--- src/shared/rlyop_pkg.sv ---
// Constants and types shared by the relay output port
`default_nettype none
package rlyop_pkg;
    localparam int RLYOP_ADDR_W = 10;
    localparam int RLYOP_DATA_W = 8;
    localparam logic [9:0] RLYOP_BASE_FIRST = 10'h0240;
    localparam logic [9:0] RLYOP_BASE_STEP = 10'h0040;
    localparam logic [2:0] RLYOP_JUMPER_DISABLED = 3'h7;
    localparam logic [2:0] RLYOP_JUMPER_FACTORY = 3'h3;
    localparam logic [9:0] RLYOP_FACTORY_BASE = 10'h0300;
    localparam logic [9:0] RLYOP_OFS_CTRL_LOW = 10'h0000;
    localparam logic [9:0] RLYOP_OFS_CTRL_HIGH = 10'h0001;
    localparam logic [7:0] RLYOP_CTRL_RESET = 8'h00;
    localparam int RLYOP_RELAY_SETTLE_MS = 4;

    typedef struct packed {
        logic [9:0] addr;
        logic [7:0] data;
        logic iow_n;
        logic ior_n;
        logic aen;
    } rlyop_bus_type;
endpackage
`default_nettype wire

--- src/rtl/rlyop_port.sv ---
// Relay output port: jumper-selected I/O decode and two write-only relay control bytes
// How it works
// - Jumper code picks base 0x240 upward by 0x40
// - Factory jumper code gives base 0x300
// - Decode only base and base plus one
// - Base write loads relays zero to seven
// - Base plus one loads relays eight-fifteen
// - Bit one energises its relay coil
// - Bit zero releases its relay coil
// - Power-up clears both control bytes
// - Bus reset clears both control bytes
// - Each write replaces the whole byte
// - Only eight-bit bus signals are used
// - No extension connector signal is used
`default_nettype none
module rlyop_port
    import rlyop_pkg::*;
(
    input wire logic core_clk,
    input wire logic rst_n,
    input wire logic bus_reset,
    input wire rlyop_bus_type bus_in,
    input wire logic [2:0] address_jumper_block,
    output logic [7:0] data_out,
    output logic data_oe,
    output logic [15:0] relay_drive_bits
);
    rlyop_bus_type bus_meta_ff;
    rlyop_bus_type bus_sync_ff;
    logic [2:0] jmp_meta_ff;
    logic [2:0] jmp_sync_ff;
    logic rst_meta_ff;
    logic rst_sync_ff;
    logic iow_n_prev_ff;
    logic [7:0] ctrl_low_ff;
    logic [7:0] ctrl_high_ff;
    logic [9:0] base_addr;
    logic decode_on;
    logic hit_low;
    logic hit_high;
    logic write_edge;

    // Pins are outside the core clock domain
    always_ff @(posedge core_clk or negedge rst_n) begin
        if (!rst_n) begin
            bus_meta_ff <= '{addr: 10'h0000, data: 8'h00, iow_n: 1'b1, ior_n: 1'b1, aen: 1'b1};
            bus_sync_ff <= '{addr: 10'h0000, data: 8'h00, iow_n: 1'b1, ior_n: 1'b1, aen: 1'b1};
        end else begin
            bus_meta_ff <= bus_in;
            bus_sync_ff <= bus_meta_ff;
        end
    end

    // Decode stays off until the jumper code has crossed over
    always_ff @(posedge core_clk or negedge rst_n) begin
        if (!rst_n) begin
            jmp_meta_ff <= RLYOP_JUMPER_DISABLED;
            jmp_sync_ff <= RLYOP_JUMPER_DISABLED;
        end else begin
            jmp_meta_ff <= address_jumper_block;
            jmp_sync_ff <= jmp_meta_ff;
        end
    end

    always_ff @(posedge core_clk or negedge rst_n) begin
        if (!rst_n) begin
            rst_meta_ff <= 1'b1;
            rst_sync_ff <= 1'b1;
        end else begin
            rst_meta_ff <= bus_reset;
            rst_sync_ff <= rst_meta_ff;
        end
    end

    always_ff @(posedge core_clk or negedge rst_n) begin
        if (!rst_n) begin
            iow_n_prev_ff <= 1'b1;
        end else begin
            iow_n_prev_ff <= bus_sync_ff.iow_n;
        end
    end

    // Base rises by one step per jumper code
    always_comb begin
        base_addr = RLYOP_BASE_FIRST + 10'(jmp_sync_ff) * RLYOP_BASE_STEP;
    end
    assign decode_on = (jmp_sync_ff != RLYOP_JUMPER_DISABLED);
    // Only main-connector address lines and strobes take part
    assign hit_low = decode_on && !bus_sync_ff.aen
                     && (bus_sync_ff.addr == base_addr + RLYOP_OFS_CTRL_LOW);
    assign hit_high = decode_on && !bus_sync_ff.aen
                      && (bus_sync_ff.addr == base_addr + RLYOP_OFS_CTRL_HIGH);
    // Data is latched at the trailing edge of the write strobe
    assign write_edge = !iow_n_prev_ff && bus_sync_ff.iow_n;

    always_ff @(posedge core_clk or negedge rst_n) begin
        if (!rst_n) begin
            ctrl_low_ff <= RLYOP_CTRL_RESET;
        end else if (rst_sync_ff) begin
            ctrl_low_ff <= RLYOP_CTRL_RESET;
        end else if (write_edge && hit_low) begin
            ctrl_low_ff <= bus_sync_ff.data;
        end
    end

    always_ff @(posedge core_clk or negedge rst_n) begin
        if (!rst_n) begin
            ctrl_high_ff <= RLYOP_CTRL_RESET;
        end else if (rst_sync_ff) begin
            ctrl_high_ff <= RLYOP_CTRL_RESET;
        end else if (write_edge && hit_high) begin
            ctrl_high_ff <= bus_sync_ff.data;
        end
    end

    // A set bit energises the coil, a clear bit releases it
    for (genvar gi = 0; gi < 16; gi++) begin : g_relay
        if (gi < 8) begin : g_low
            assign relay_drive_bits[gi] = ctrl_low_ff[gi];
        end else begin : g_high
            assign relay_drive_bits[gi] = ctrl_high_ff[gi - 8];
        end
    end
    assign data_out = 8'h00;
    assign data_oe = 1'b0;

    a_reset_clears: assert property (@(posedge core_clk) disable iff (!rst_n)
        rst_sync_ff |=> relay_drive_bits == 16'h0000)
        else $error("bus reset did not clear relays");
    a_low_write_loads: assert property (@(posedge core_clk) disable iff (!rst_n)
        write_edge && hit_low && !rst_sync_ff |=> ctrl_low_ff == $past(bus_sync_ff.data))
        else $error("low byte not loaded");
    a_high_write_loads: assert property (@(posedge core_clk) disable iff (!rst_n)
        write_edge && hit_high && !rst_sync_ff |=> ctrl_high_ff == $past(bus_sync_ff.data))
        else $error("high byte not loaded");
    a_other_addr_hold: assert property (@(posedge core_clk) disable iff (!rst_n)
        !hit_low && !hit_high && !rst_sync_ff |=> $stable(relay_drive_bits))
        else $error("relays changed without a decoded write");
    a_disabled_hold: assert property (@(posedge core_clk) disable iff (!rst_n)
        jmp_sync_ff == RLYOP_JUMPER_DISABLED && !rst_sync_ff |=> $stable(relay_drive_bits))
        else $error("decode active with all jumpers in");
    a_never_drives: assert property (@(posedge core_clk) disable iff (!rst_n)
        !data_oe)
        else $error("data bus driven");
    a_factory_base: assert property (@(posedge core_clk) disable iff (!rst_n)
        jmp_sync_ff == RLYOP_JUMPER_FACTORY |-> base_addr == RLYOP_FACTORY_BASE)
        else $error("factory base wrong");
    a_base_step: assert property (@(posedge core_clk) disable iff (!rst_n)
        decode_on |-> base_addr[5:0] == 6'h00 && base_addr >= RLYOP_BASE_FIRST)
        else $error("base not on step grid");
    a_map_relays: assert property (@(posedge core_clk) disable iff (!rst_n)
        relay_drive_bits[15:8] == ctrl_high_ff && relay_drive_bits[7:0] == ctrl_low_ff)
        else $error("relay mapping wrong");

    // Decode, reset, write-path and read-path checks
    a_aen_blocks: assert property (@(posedge core_clk) disable iff (!rst_n)
        bus_sync_ff.aen && !rst_sync_ff |=> $stable(relay_drive_bits))
        else $error("relays changed during DMA cycle");
    a_read_ignored: assert property (@(posedge core_clk) disable iff (!rst_n)
        !bus_sync_ff.ior_n && iow_n_prev_ff && !rst_sync_ff |=> $stable(relay_drive_bits))
        else $error("read changed relays");
    a_data_out_idle: assert property (@(posedge core_clk) disable iff (!rst_n)
        data_out == 8'h00)
        else $error("read data not idle");
    a_no_strobe_hold: assert property (@(posedge core_clk) disable iff (!rst_n)
        !write_edge && !rst_sync_ff |=> $stable(relay_drive_bits))
        else $error("relays changed without a write strobe");
    a_reset_priority: assert property (@(posedge core_clk) disable iff (!rst_n)
        rst_sync_ff && write_edge |=> relay_drive_bits == 16'h0000)
        else $error("write won over bus reset");
    a_low_keeps_high: assert property (@(posedge core_clk) disable iff (!rst_n)
        write_edge && hit_low && !rst_sync_ff |=> $stable(ctrl_high_ff))
        else $error("low write touched high byte");
    a_high_keeps_low: assert property (@(posedge core_clk) disable iff (!rst_n)
        write_edge && hit_high && !rst_sync_ff |=> $stable(ctrl_low_ff))
        else $error("high write touched low byte");
    a_hits_exclusive: assert property (@(posedge core_clk) disable iff (!rst_n)
        !(hit_low && hit_high))
        else $error("both bytes decoded at once");
    a_hit_needs_decode: assert property (@(posedge core_clk) disable iff (!rst_n)
        hit_low || hit_high |-> decode_on && !bus_sync_ff.aen)
        else $error("decode hit while blocked");
    a_high_offset_one: assert property (@(posedge core_clk) disable iff (!rst_n)
        hit_high |-> bus_sync_ff.addr[5:0] == 6'h01)
        else $error("high byte not at base plus one");
    a_low_on_grid: assert property (@(posedge core_clk) disable iff (!rst_n)
        hit_low |-> bus_sync_ff.addr[5:0] == 6'h00)
        else $error("low byte not at base");
    a_low_above_first: assert property (@(posedge core_clk) disable iff (!rst_n)
        hit_low |-> bus_sync_ff.addr >= RLYOP_BASE_FIRST)
        else $error("decode below lowest base");
    a_factory_low_addr: assert property (@(posedge core_clk) disable iff (!rst_n)
        jmp_sync_ff == RLYOP_JUMPER_FACTORY && hit_low |-> bus_sync_ff.addr == RLYOP_FACTORY_BASE)
        else $error("factory low byte address wrong");
    a_edge_single: assert property (@(posedge core_clk) disable iff (!rst_n)
        write_edge |=> !write_edge)
        else $error("one strobe gave two writes");
    a_reset_bytes: assert property (@(posedge core_clk) disable iff (!rst_n)
        rst_sync_ff |=> ctrl_low_ff == RLYOP_CTRL_RESET && ctrl_high_ff == RLYOP_CTRL_RESET)
        else $error("control bytes not cleared");
    a_energise_bit: assert property (@(posedge core_clk) disable iff (!rst_n)
        write_edge && hit_low && !rst_sync_ff && bus_sync_ff.data[0] |=> relay_drive_bits[0])
        else $error("relay zero not energised");
    a_release_bit: assert property (@(posedge core_clk) disable iff (!rst_n)
        write_edge && hit_high && !rst_sync_ff && !bus_sync_ff.data[7] |=> !relay_drive_bits[15])
        else $error("relay fifteen not released");

    c_low_write: cover property (@(posedge core_clk) disable iff (!rst_n) write_edge && hit_low);
    c_high_write: cover property (@(posedge core_clk) disable iff (!rst_n) write_edge && hit_high);
    c_bus_reset: cover property (@(posedge core_clk) disable iff (!rst_n)
        rst_sync_ff && relay_drive_bits != 16'h0000);
    c_read_strobe: cover property (@(posedge core_clk) disable iff (!rst_n)
        !bus_sync_ff.ior_n && !bus_sync_ff.aen);
    c_disabled_write: cover property (@(posedge core_clk) disable iff (!rst_n)
        write_edge && !decode_on);
endmodule
`default_nettype wire

--- config.mk ---
export PLATFORM = sky130hd
export DESIGN_NAME = rlyop_port
export DESIGN_NICKNAME = d
export VERILOG_FILES = /design/src/shared/rlyop_pkg.sv /design/src/rtl/rlyop_port.sv
export SDC_FILE = /design/constraint.sdc
export NUM_CORES = 1
export LEC_CHECK = 0
export BUFFER_PORTS_ARGS = -buffer_cell sky130_fd_sc_hd__clkbuf_2
export CAP_MARGIN = 20
export CORE_ASPECT_RATIO = 2
export CORE_MARGIN = 3
export CORE_UTILIZATION = 56
export DETAILED_ROUTE_END_ITERATION = 16
export GPL_TIMING_DRIVEN = 0
export HOLD_SLACK_MARGIN = 0.05
export PLACE_DENSITY = 0.83
export RECOVER_POWER = 25
export SKIP_LAST_GASP = 1
export SLEW_MARGIN = 20
export SYNTH_ARGS = -nofsm -noshare
export SYNTH_HDL_FRONTEND = slang
export SYNTH_SLANG_ARGS = --single-unit
export TNS_END_PERCENT = 20
--- constraint.sdc ---
create_clock -name core_clk -period 5.4 [get_ports core_clk]
set_clock_uncertainty 0.05 [all_clocks]
set_input_delay 1.08 -clock core_clk [delete_from_list [all_inputs] [get_ports core_clk]]
set_output_delay 1.08 -clock core_clk [all_outputs]
set_load 0.005 [all_outputs]
Word level (Yosys, flattened, before mapping)
Cells that the tools add are included.
{"block": "word_totals", "in_bits": 27, "regBits": 65, "word_cells": 34, "output_inout_bits": 25}
{"block": "classes", "n_addsub": 2, "n_mux": 4, "reduce_logical": 10, "n_eq_ne": 3}
{"cell": "8-bit 2-to-1 mux", "count": 4}
{"cell": "10-bit equality test", "count": 2}
{"cell": "10-bit by 1-bit adder with 10-bit output, second input constant", "count": 1}
{"cell": "10-bit by 9-bit adder with 10-bit output, first input constant", "count": 1}
{"cell": "1-bit logical AND", "count": 6}
{"cell": "2-bit nonzero test", "count": 2}
{"cell": "3-bit != test, second input constant", "count": 1}
{"cell": "1-bit logical NOT", "count": 2}

Logic depth before layout (Yosys ltp)
Gate-level depths: netlist of run 1.
{"block": "depth", "ltp_word": 7, "mapped_depth": 7, "ltp_nobuf": 6}

Least setup slack after synthesis of run 1
OpenSTA, ideal clock, no wires.
{"block": "synth_path", "path_type": "register -> register", "startpoint": "register jmp_sync_ff[0]", "endpoint": "register ctrl_low_ff[0]", "arrival_ps": 1854, "period_less_slack_ps": 2028, "stages_incl_launch_ff": 7, "slack_ps": 3372, "setup_ps": 123, "required_ps": 5227, "n_path_buf": 1, "path_cell_list": "dfstp_2 -> ha_1 -> xnor2_1 -> nand4_1 -> or4_1 -> buf_6 -> mux2i_1"}
{"block": "synth_via", "elab_chain_len": 5, "word_cells_on_any_way": 7, "classes_between": "add/sub (1); eq/ne (2); reduce/logical (4)"}
{"element": "start: declaration", "line_no": "rlyop_port.sv:31", "rtl": "logic [2:0] jmp_sync_ff;"}
{"element": "start signal: assignment", "line_no": "rlyop_port.sv:61", "rtl": "jmp_sync_ff <= jmp_meta_ff;"}
{"element": "10-bit by 9-bit adder with 10-bit output or 3-bit != test (tied branches)", "line_no": "rlyop_port.sv:85, rlyop_port.sv:87"}
{"element": "10-bit equality test or 1-bit logical AND (tied branches)", "line_no": "rlyop_port.sv:90, rlyop_port.sv:89"}
{"element": "1-bit logical AND (*)", "line_no": "rlyop_port.sv:90", "rtl": "&& (bus_sync_ff.addr == base_addr + RLYOP_OFS_CTRL_LOW);"}
{"element": "1-bit logical AND (*)", "line_no": "rlyop_port.sv:101", "rtl": "end else if (write_edge && hit_low) begin"}
{"element": "2-bit nonzero test (no source line) (*)"}
{"element": "end signal: assignment", "line_no": "rlyop_port.sv:102", "rtl": "ctrl_low_ff <= bus_sync_ff.data;"}
{"element": "end: declaration", "line_no": "rlyop_port.sv:35", "rtl": "logic [7:0] ctrl_low_ff;"}
Every way passes the cells marked *; elsewhere a longest branch is shown, timed or not.
A chain may end at the register's enable or synchronous reset.

Worst setup path after layout of run 1
{"block": "layout_path", "startpoint": "register jmp_sync_ff[0]", "endpoint": "register ctrl_high_ff[7]"}
{"block": "layout_via", "elab_chain_len": 6, "word_cells_on_any_way": 8, "classes_between": "add/sub (2); eq/ne (2); reduce/logical (4)"}
{"element": "10-bit by 9-bit adder with 10-bit output", "line_no": "rlyop_port.sv:85", "rtl": "base_addr = RLYOP_BASE_FIRST + 10'(jmp_sync_ff) * RLYOP_BASE_STEP;"}
{"element": "10-bit by 1-bit adder with 10-bit output", "line_no": "rlyop_port.sv:92", "rtl": "&& (bus_sync_ff.addr == base_addr + RLYOP_OFS_CTRL_HIGH);"}
{"element": "10-bit equality test", "line_no": "rlyop_port.sv:92"}
{"element": "1-bit logical AND (*)", "line_no": "rlyop_port.sv:92"}
{"element": "1-bit logical AND (*)", "line_no": "rlyop_port.sv:111", "rtl": "end else if (write_edge && hit_high) begin"}
{"element": "2-bit nonzero test (no source line) (*)"}
{"element": "end signal: assignment", "line_no": "rlyop_port.sv:112", "rtl": "ctrl_high_ff <= bus_sync_ff.data;"}
{"element": "end: declaration", "line_no": "rlyop_port.sv:36", "rtl": "logic [7:0] ctrl_high_ff;"}
Marked as above.

==> impl_metrics.json, run 1 <==
{
  "crit_path_end_kind": "flop",
  "peakVddDrop_mv": 0.305,
  "seqCellArea_sq_mm": 0.00164,
  "cellPowerDensity_mw_per_mm2": 336,
  "slew_violations": 0,
  "hold_class": "flop to flop",
  "clkSinkCount": 65,
  "area_growth_pct": 21.1,
  "critPathLaunchType": "flop",
  "routed_wirelength_um": 3080,
  "final_common_cell": "dfrtp_1",
  "grt_pass1_vias": 1238,
  "wl_per_cell_um": 12.5,
  "synth-seq-cells": 65,
  "antenna_found_initial": 0,
  "finalNonFillerCells": 247,
  "ys_seq_area_frac": 0.755,
  "first_pass_iters": 2,
  "fin_ws_ns": 3.11,
  "layout_min_cycle_time_ns": 2.29,
  "vias_per_cell": 4.56,
  "status": "complete, no violations",
  "slew_headroom": 0.471,
  "drc": 0,
  "clk_latency_ns": 0.32,
  "grt_use_total": 0.160,
  "routed-via-count": 1126,
  "top_level_ports": 52,
  "syn_area_sq_mm": 0.00218,
  "cts_resized": 0,
  "cts_setup_buffers": 0,
  "fin_crit_sh": 0.423,
  "switching_share": 0.201,
  "coreArea_sq_mm": 0.00368,
  "fmax_mhz": 438,
  "critPathKind": "flop to flop",
  "yosys.cell_types.count": 19,
  "dp.cells": 231,
  "cts_buffer_depth": 2,
  "initial_core_util": 0.591,
  "ant_nets": 0,
  "die_area_sq_mm": 0.00472,
  "syn_inst": 133,
  "place_congestion": 0.795,
  "pwr-share-comb": 0.044,
  "multi_input_area_sq_um": 478,
  "post-place-ws_ns": 3.08,
  "ctsHoldBuffers": 0,
  "numPortBuffers": 41,
  "cts_buffers": 9,
  "fillers": 273,
  "synth.area.top_cells": "dfrtp_1, dfstp_2, mux2i_1",
  "rsz0062_at_grt": "false",
  "cap_viol_max_count": 0,
  "layout_common_cells": "dfrtp_1, clkbuf_2, nand2b_1",
  "final.setup.tns_ns": 0,
  "clk_pin_slew_ns": 0.06,
  "tightest_slew_ns": 0.793,
  "clock_power_share": 0.373,
  "crit_required_ns": 5.59,
  "hold_viol": 0,
  "rows": 31,
  "dpl.hpwl_um": 2360,
  "internal_power_w": 0.000709,
  "critPathArrivalTime_ns": 2.47,
  "power.switching_w": 0.000178,
  "nets": 222,
  "setup_violations": 0,
  "syn_avg_cell_area_sq_um": 16.4,
  "drive_above_1_share": 0.379,
  "globalRoute.totalOverflow": 0,
  "path_max_fanout": 8,
  "yosysWarnings": 0,
  "htree_levels": 3,
  "die_h_um": 94.2,
  "pwr-share-seq": 0.583,
  "grt_max_degree": 66,
  "drtIter0Drc": 8,
  "yosys.area.top_type": "dfrtp_1",
  "yosysTopAreaCellShare": 0.598,
  "p_leak_nw": 1.30,
  "antenna_cells": 0,
  "grt_pass1_wl_um": 5320,
  "die_w_um": 50.1,
  "cts_tree": "yes",
  "cts_root_buffer": "clkbuf_8"
}
through the flow:
step / area (sq um) / hold slack [ns] / util / power [W]
6_report: 2640 / 0.292 / 0.715 / 0.000886
5_1_grt: 2640 / 0.302 / 0.715 / 0.000931
4_1_cts: 2640 / 0.293 / 0.715 / 0.000898
3_5_place_dp: 2480 / 0.285 / 0.672 / 0.000565
3_3_place_gp: 2470 / 0.283 / 0.671 / 0.000561
2_1_floorplan: 2210 / 0.281 / - / 0.000542
worst max-delay path, stage by stage, from the launching register on:
cell and delay (ns):
dfstp_2 0.56, ha_1 0.25, xnor2_1 0.17, nand4_1 0.18
nor4_4 0.70, mux2i_1 0.29
cell families after synthesis:
logic type,share of synthesized area
other,0.00172
multiplexers,0.0736
XOR/XNOR,0.0161
buffers and inverters,0.0397
AND/OR/NAND/NOR,0.103
flip-flops,0.755
adder cells (fa/ha/maj),0.0115
power by group through the flow:
stage,Clock [W],Sequential (W),Combinational (W)
finish,0.000331,0.000517,0.0000389
global route,0.000368,0.000518,0.0000448
CTS,0.000341,0.000517,0.0000398
detailed placement,0,0.000526,0.0000397
global placement,0,0.000524,0.0000376
floorplan,0,0.000523,0.0000193
layer usage:
metal  GRT usage  share of wire  vias up
li1            -              -      530
met1       0.155           0.33      553
met2       0.274           0.59       36
met3      0.0620          0.055        7
met4      0.0970          0.025        0
met5           0              0        -
area by class of cell:
| class | instances | share of cell area |
|---|---|---|
| Clock buffer | 16 | 0.0607 |
| Buffer | 12 | 0.0327 |
| Sequential cell | 65 | 0.623 |
| Timing Repair Buffer | 41 | 0.0788 |
| Tap cell | 49 | 0.0233 |
| Multi-Input combinational cell | 64 | 0.181 |
state kept, by name, indices dropped and copies added, names as in the netlist:
signal	flops
bus_meta_ff	20
bus_sync_ff	20
ctrl_high_ff	8
ctrl_low_ff	8
jmp_meta_ff	3
jmp_sync_ff	3
iow_n_prev_ff	1
rst_meta_ff	1
rst_sync_ff	1
synthesized netlist by cell type, drive strengths merged:
master and n:
dfrtp 52, nand2b 25, mux2i 16, dfstp 13, buf 10, xnor2 3, clkbuf 2, ha 2
conb 1, nand2 1, nand3 1, nand4 1, nor2 1, nor3 1, nor4 1, nor4b 1
or4 1, xor2 1
path summary, 6_finish.rpt:
check	slack, ns	startpoint	end	cells after the start
max in group asynchronous	3.97	rst_n	bus_meta_ff[3]	1
min in group asynchronous	0.81	rst_n	ctrl_high_ff[6]	1
hold / removal	0.29	bus_meta_ff[5]	bus_sync_ff[5]	0
hold reg to reg	0.29	bus_meta_ff[5]	bus_sync_ff[5]	0
setup reg to reg	3.11	jmp_sync_ff[0]	ctrl_high_ff[7]	5
setup / recovery	3.11	jmp_sync_ff[0]	ctrl_high_ff[7]	5
Power figures use the tool's default switching activity.
==> inputs of run 2 (changes only) <==
--- a/config.mk
+++ b/config.mk
@@ -9,11 +9,11 @@
 export CAP_MARGIN = 20
 export CORE_ASPECT_RATIO = 2
 export CORE_MARGIN = 3
-export CORE_UTILIZATION = 56
+export CORE_UTILIZATION = 47
 export DETAILED_ROUTE_END_ITERATION = 16
 export GPL_TIMING_DRIVEN = 0
 export HOLD_SLACK_MARGIN = 0.05
-export PLACE_DENSITY = 0.83
+export PLACE_DENSITY = 0.74
 export RECOVER_POWER = 25
 export SKIP_LAST_GASP = 1
 export SLEW_MARGIN = 20
==> constraint.sdc (replaced) <==
create_clock -name core_clk -period 1.95 [get_ports core_clk]
set_clock_uncertainty 0.05 [all_clocks]
set_input_delay 0.39 -clock core_clk [delete_from_list [all_inputs] [get_ports core_clk]]
set_output_delay 0.39 -clock core_clk [all_outputs]
set_load 0.005 [all_outputs]
==> run 2 against run 1 <==
  * The run now ends with setup timing left
  * Sequential power rose to 2.8 times the previous value
  * Register-to-register slack got worse by 3.2 ns
  * Hold slack got worse by 0.20 ns
  * Global-route usage fell by 2.1 points
  * Utilization fell by 8.7 points
  * Combinational power rose to 3.2 times the previous value
  * Count of clock-buffer cells in the layout fell by 4
  * Critical path type unchanged
  * Critical endpoint is now ctrl_low_ff[0]
==> impl_metrics.json, run 2 (synthesis gave the netlist of run 1 again) <==
{
  "fmax_mhz": 500,
  "top_level_ports": 52,
  "die_w_um": 54.1,
  "p_leak_nw": 1.35,
  "status": "complete, but fails checks",
  "rsz0062_at_grt": "true",
  "setup_violations": 9,
  "coreArea_sq_mm": 0.00442,
  "layout_min_cycle_time_ns": 2.00,
  "slew_headroom": 0.466,
  "critPathLaunchType": "flop",
  "whs_path_depth": 1,
  "vias_per_cell": 4.39,
  "top_regs": "bus_meta_ff: 20 flops, bus_sync_ff: 20 flops",
  "grt_pass1_wl_um": 5380,
  "cts_buffer_depth": 2,
  "critPathArrivalTime_ns": 2.20,
  "first_pass_iters": 4,
  "antenna_cells": 0,
  "drc": 0,
  "clkSinkCount": 65,
  "ctsHoldBuffers": 0,
  "rr_worst_depth": 6,
  "wl_per_cell_um": 12.7,
  "reg2reg_from": "jmp_sync_ff[1]",
  "fin_crit_sh": 1.03,
  "path_max_fanout": 8,
  "clk_latency_ns": 0.32,
  "hold_class": "primary input to flop",
  "grt_use_total": 0.139,
  "r2r_slack_ns": -0.05,
  "place_congestion": 0.800,
  "crit_required_ns": 2.15,
  "initial_core_util": 0.492,
  "routed-via-count": 1120,
  "cap_viol_max_count": 0,
  "grt_max_degree": 66,
  "antenna_found_initial": 0,
  "globalRoute.totalOverflow": 0,
  "hold_viol": 0,
  "grt_pass1_vias": 1179,
  "layout_common_cells": "dfrtp_1, clkbuf_2, nand2b_1",
  "die_area_sq_mm": 0.00553,
  "critical_path.endpoint": "ctrl_low_ff[0]",
  "crit_path_end_kind": "flop",
  "cts_root_buffer": "clkbuf_8",
  "slew_violations": 0,
  "rows": 34,
  "cts_buffers": 9,
  "critPathLaunch": "jmp_sync_ff[1]",
  "fin_ws_ns": -0.0497,
  "dpl.hpwl_um": 2290,
  "drive_above_1_share": 0.443,
  "finalNonFillerCells": 255,
  "crit_chain": "ha_4 > xnor2_2 > nand4_1 > or4_1 > buf_6 > mux2i_1",
  "final_common_cell": "dfrtp_1",
  "routed_wirelength_um": 3230,
  "drtIter0Drc": 16,
  "nets": 225,
  "ant_nets": 0,
  "cellPowerDensity_mw_per_mm2": 966,
  "tightest_slew_ns": 0.800,
  "area_growth_pct": 27.7,
  "peakVddDrop_mv": 0.763,
  "dp.cells": 236,
  "critPathMaxStageDelay_ns": 0.56,
  "violations": "setup timing",
  "r2r-end": "ctrl_low_ff[0]",
  "critPathKind": "flop to flop",
  "cts_tree": "yes",
  "numPortBuffers": 41,
  "die_h_um": 102,
  "crit_path_top_delay_cell": "dfstp_2",
  "clk_pin_slew_ns": 0.07,
  "final.setup.tns_ns": -0.262,
  "htree_levels": 3
}
==> run 2: worst min path at each step <==
stage                                  from               to  slack [ns]
finish                            bus_in[2]   bus_meta_ff[2]        0.09
global route        address_jumper_block[2]   jmp_meta_ff[2]        0.08
CTS                               bus_in[2]   bus_meta_ff[2]        0.08
detailed placement          bus_meta_ff[18]  bus_sync_ff[18]        0.28
global placement             bus_meta_ff[4]   bus_sync_ff[4]        0.28
floorplan                             rst_n  bus_meta_ff[10]        0.04
==> run 2: final cells by class <==
class / count / area, sq um
sequential: 65 / 1640
tap: 54 / 67.6
clock buffer: 12 / 155
fill: 360 / 1640
buffer: 12 / 86.3
timing repair buffer: 44 / 243
multi-input combinational: 64 / 534
clock inverter: 4 / 51.3
==> run 2: metrics by stage <==
stage / setup WS [ns] / util / total power (W) / instance area, sq um / hold slack (ns)
floorplan: -0.0497 / - / 0.00151 / 2240 / 0.0444
global placement: -0.212 / 0.568 / 0.00156 / 2510 / 0.281
detailed placement: -0.211 / 0.568 / 0.00157 / 2510 / 0.285
CTS: -0.0817 / 0.623 / 0.00270 / 2760 / 0.0779
global route: -0.133 / 0.628 / 0.00281 / 2780 / 0.0798
finish: -0.0497 / 0.628 / 0.00269 / 2780 / 0.0909
==> run 2: critical path, delay by kind of cell (launching register included) <==
family | cells | cell delay [ns]
AND/OR/NAND/NOR | 2 | 0.65
XOR/XNOR | 1 | 0.11
flip-flops | 1 | 0.56
multiplexers | 1 | 0.17
adder cells (fa/ha/maj) | 1 | 0.21
buffers and inverters | 1 | 0.17
==> run 2: repair_timing <==
item | in CTS | in global routing
buffers inserted | 3 | 0
pin swaps | 4 | 6
gates resized for setup | 0 | 3
endpoints found under the setup margin | 16 | 16
==> run 2: per-layer routing <==
| layer | global-route usage | routed length [um] | vias to the layer above | share of wire |
|---|---|---|---|---|
| met5 | 0 | 0 | - | 0 |
| li1 | - | - | 541 | - |
| met3 | 0.0394 | 190 | 8 | 0.059 |
| met1 | 0.161 | 1190 | 530 | 0.37 |
| met4 | 0.0864 | 79 | 0 | 0.024 |
| met2 | 0.219 | 1780 | 41 | 0.55 |
==> run 2: power breakdown <==
group / switching [W] / internal, W / leakage, nW / total, W
clock network: 0.000468 / 0.000660 / 0.103 / 0.00113
registers: 0.0000213 / 0.00141 / 0.780 / 0.00143
logic: 0.0000606 / 0.0000655 / 0.471 / 0.000126
==> inputs of run 3 (changes only) <==
--- a/config.mk
+++ b/config.mk
@@ -20,4 +20,4 @@
 export SYNTH_ARGS = -nofsm -noshare
 export SYNTH_HDL_FRONTEND = slang
 export SYNTH_SLANG_ARGS = --single-unit
-export TNS_END_PERCENT = 20
+export TNS_END_PERCENT = 100
==> run 3 against run 2 <==
  * The run still ends with setup timing left
  * Die area did not move
  * Sequential power is essentially flat
  * Global-route usage fell by 0.46 points
  * Count of clock-buffer cells in the layout rose by 1
  * Flip-flop and latch count did not move
  * Largest cell class unchanged
==> impl_metrics.json, run 3 (synthesis gave the netlist of run 1 again) <==
{
  "clkSinkCount": 65,
  "crit_chain": "ha_4 > xnor2_2 > nand4_1 > or4_4 > mux2i_1",
  "crit_path_top_delay_cell": "or4_4",
  "setup_violations": 8,
  "p_leak_nw": 1.33,
  "post-place-ws_ns": -0.250,
  "nets": 224,
  "status": "complete, but fails checks",
  "htree_levels": 3,
  "numPortBuffers": 41,
  "rsz0062_at_grt": "true",
  "top_level_ports": 52,
  "antenna_cells": 0,
  "switching_share": 0.207,
  "whs_ns": 0.0996,
  "antenna_found_initial": 0,
  "final_common_cell": "dfrtp_1",
  "layout_min_cycle_time_ns": 1.96,
  "rows": 34,
  "globalRoute.totalOverflow": 0,
  "die_area_sq_mm": 0.00553,
  "ant_nets": 0,
  "postPlaceCellArea_sq_mm": 0.00251,
  "fin_crit_sh": 1.01,
  "final.setup.tns_ns": -0.0757,
  "cellPowerDensity_mw_per_mm2": 908,
  "slew_violations": 0,
  "peakVddDrop_mv": 0.787,
  "cts_buffers": 9,
  "dpl.hpwl_um": 2280,
  "cts_tree": "yes",
  "coreArea_sq_mm": 0.00442,
  "hold_viol": 0,
  "slew_headroom": 0.461,
  "layout_common_cells": "dfrtp_1, clkbuf_2, nand2b_1",
  "initial_core_util": 0.492,
  "die_h_um": 102,
  "top_regs": "bus_meta_ff: 20 flops, bus_sync_ff: 20 flops",
  "drtIter0Drc": 5,
  "fmax_mhz": 509,
  "drc": 0,
  "crit_path_end_kind": "flop",
  "critPathKind": "flop to flop",
  "fin_area_sq_mm": 0.00273,
  "ctsHoldBuffers": 0,
  "grt_pass1_wl_um": 5050,
  "die_w_um": 54.1,
  "critPathMaxStageDelay_ns": 0.65,
  "first_pass_iters": 4,
  "path_max_fanout": 8,
  "tightest_slew_ns": 0.808,
  "place_congestion": 0.791,
  "pwr-share-seq": 0.578,
  "critPathArrivalTime_ns": 2.12,
  "wl_per_cell_um": 12.3,
  "pwr-share-comb": 0.049,
  "vias_per_cell": 4.35,
  "power.total_w": 0.00248,
  "grt_use_total": 0.134,
  "critPathLaunchType": "flop",
  "cts_root_buffer": "clkbuf_8",
  "hold_class": "primary input to flop",
  "crit_required_ns": 2.10,
  "clk_latency_ns": 0.32,
  "violations": "setup timing",
  "clock_power_share": 0.374,
  "cts_buffer_depth": 2,
  "internal_power_w": 0.00197,
  "fin_ws_ns": -0.0150,
  "area_growth_pct": 25.3,
  "routed_wirelength_um": 3110,
  "drive_above_1_share": 0.445,
  "grt_max_degree": 66,
  "cap_viol_max_count": 0,
  "clk_pin_slew_ns": 0.06,
  "power.switching_w": 0.000512,
  "routed-via-count": 1104,
  "grt_pass1_vias": 1143
}
## run 3: timing repair
action,4_1_cts,5_1_grt
cloned,0,0
gates resized for setup,3,2
pin swaps,4,3
endpoints found under the setup margin,16,16
setup buffers,3,0
## run 3: critical path: cells and delay by family (launching register included)
kind	cells	cell delay, ns
flops	1	0.55
fa+ha+maj	1	0.21
mux	1	0.16
simple gates	2	0.77
xor+xnor	1	0.11
## run 3: final timing paths
check                               start              end  slack, ns  cells after the start
min in group asynchronous           rst_n   bus_sync_ff[5]       0.14                      1
max                        jmp_sync_ff[0]   ctrl_low_ff[0]      -0.01                      5
min reg2reg                bus_meta_ff[5]   bus_sync_ff[5]       0.29                      0
min                             bus_in[0]   bus_meta_ff[0]        0.1                      1
max reg2reg                jmp_sync_ff[0]   ctrl_low_ff[0]      -0.01                      5
max in group asynchronous           rst_n  bus_meta_ff[12]       1.19                      1
## run 3: stage by stage
stage                     utilization  instances
final                           0.617        254
after global routing            0.617        254
after CTS                       0.615        254
after detailed placement        0.568        236
after global placement          0.568        236
after floorplan                     -        141
## run 3: layout make-up
class,count,area [sq um]
buffer,11,75.1
clock buffer,13,149
clock inverter,3,17.5
fill,357,1700
multi-input combinational,64,534
sequential,65,1640
tap,54,67.6
timing repair buffer,44,243
## run 3: per-layer routing
metal,global-route usage,up-vias,share of wire
met1,0.145,528,0.35
met4,0.0806,0,0.021
met5,0,-,0
met3,0.0569,5,0.059
li1,-,533,-
met2,0.211,38,0.57
## run 3: power by group through the flow
stage               logic [W]  clock network (W)  registers [W]
global route         0.000138            0.00104        0.00143
global placement     0.000111                  0        0.00145
finish               0.000121           0.000926        0.00143
floorplan           0.0000598                  0        0.00145
detailed placement   0.000116                  0        0.00145
CTS                  0.000123           0.000961        0.00143
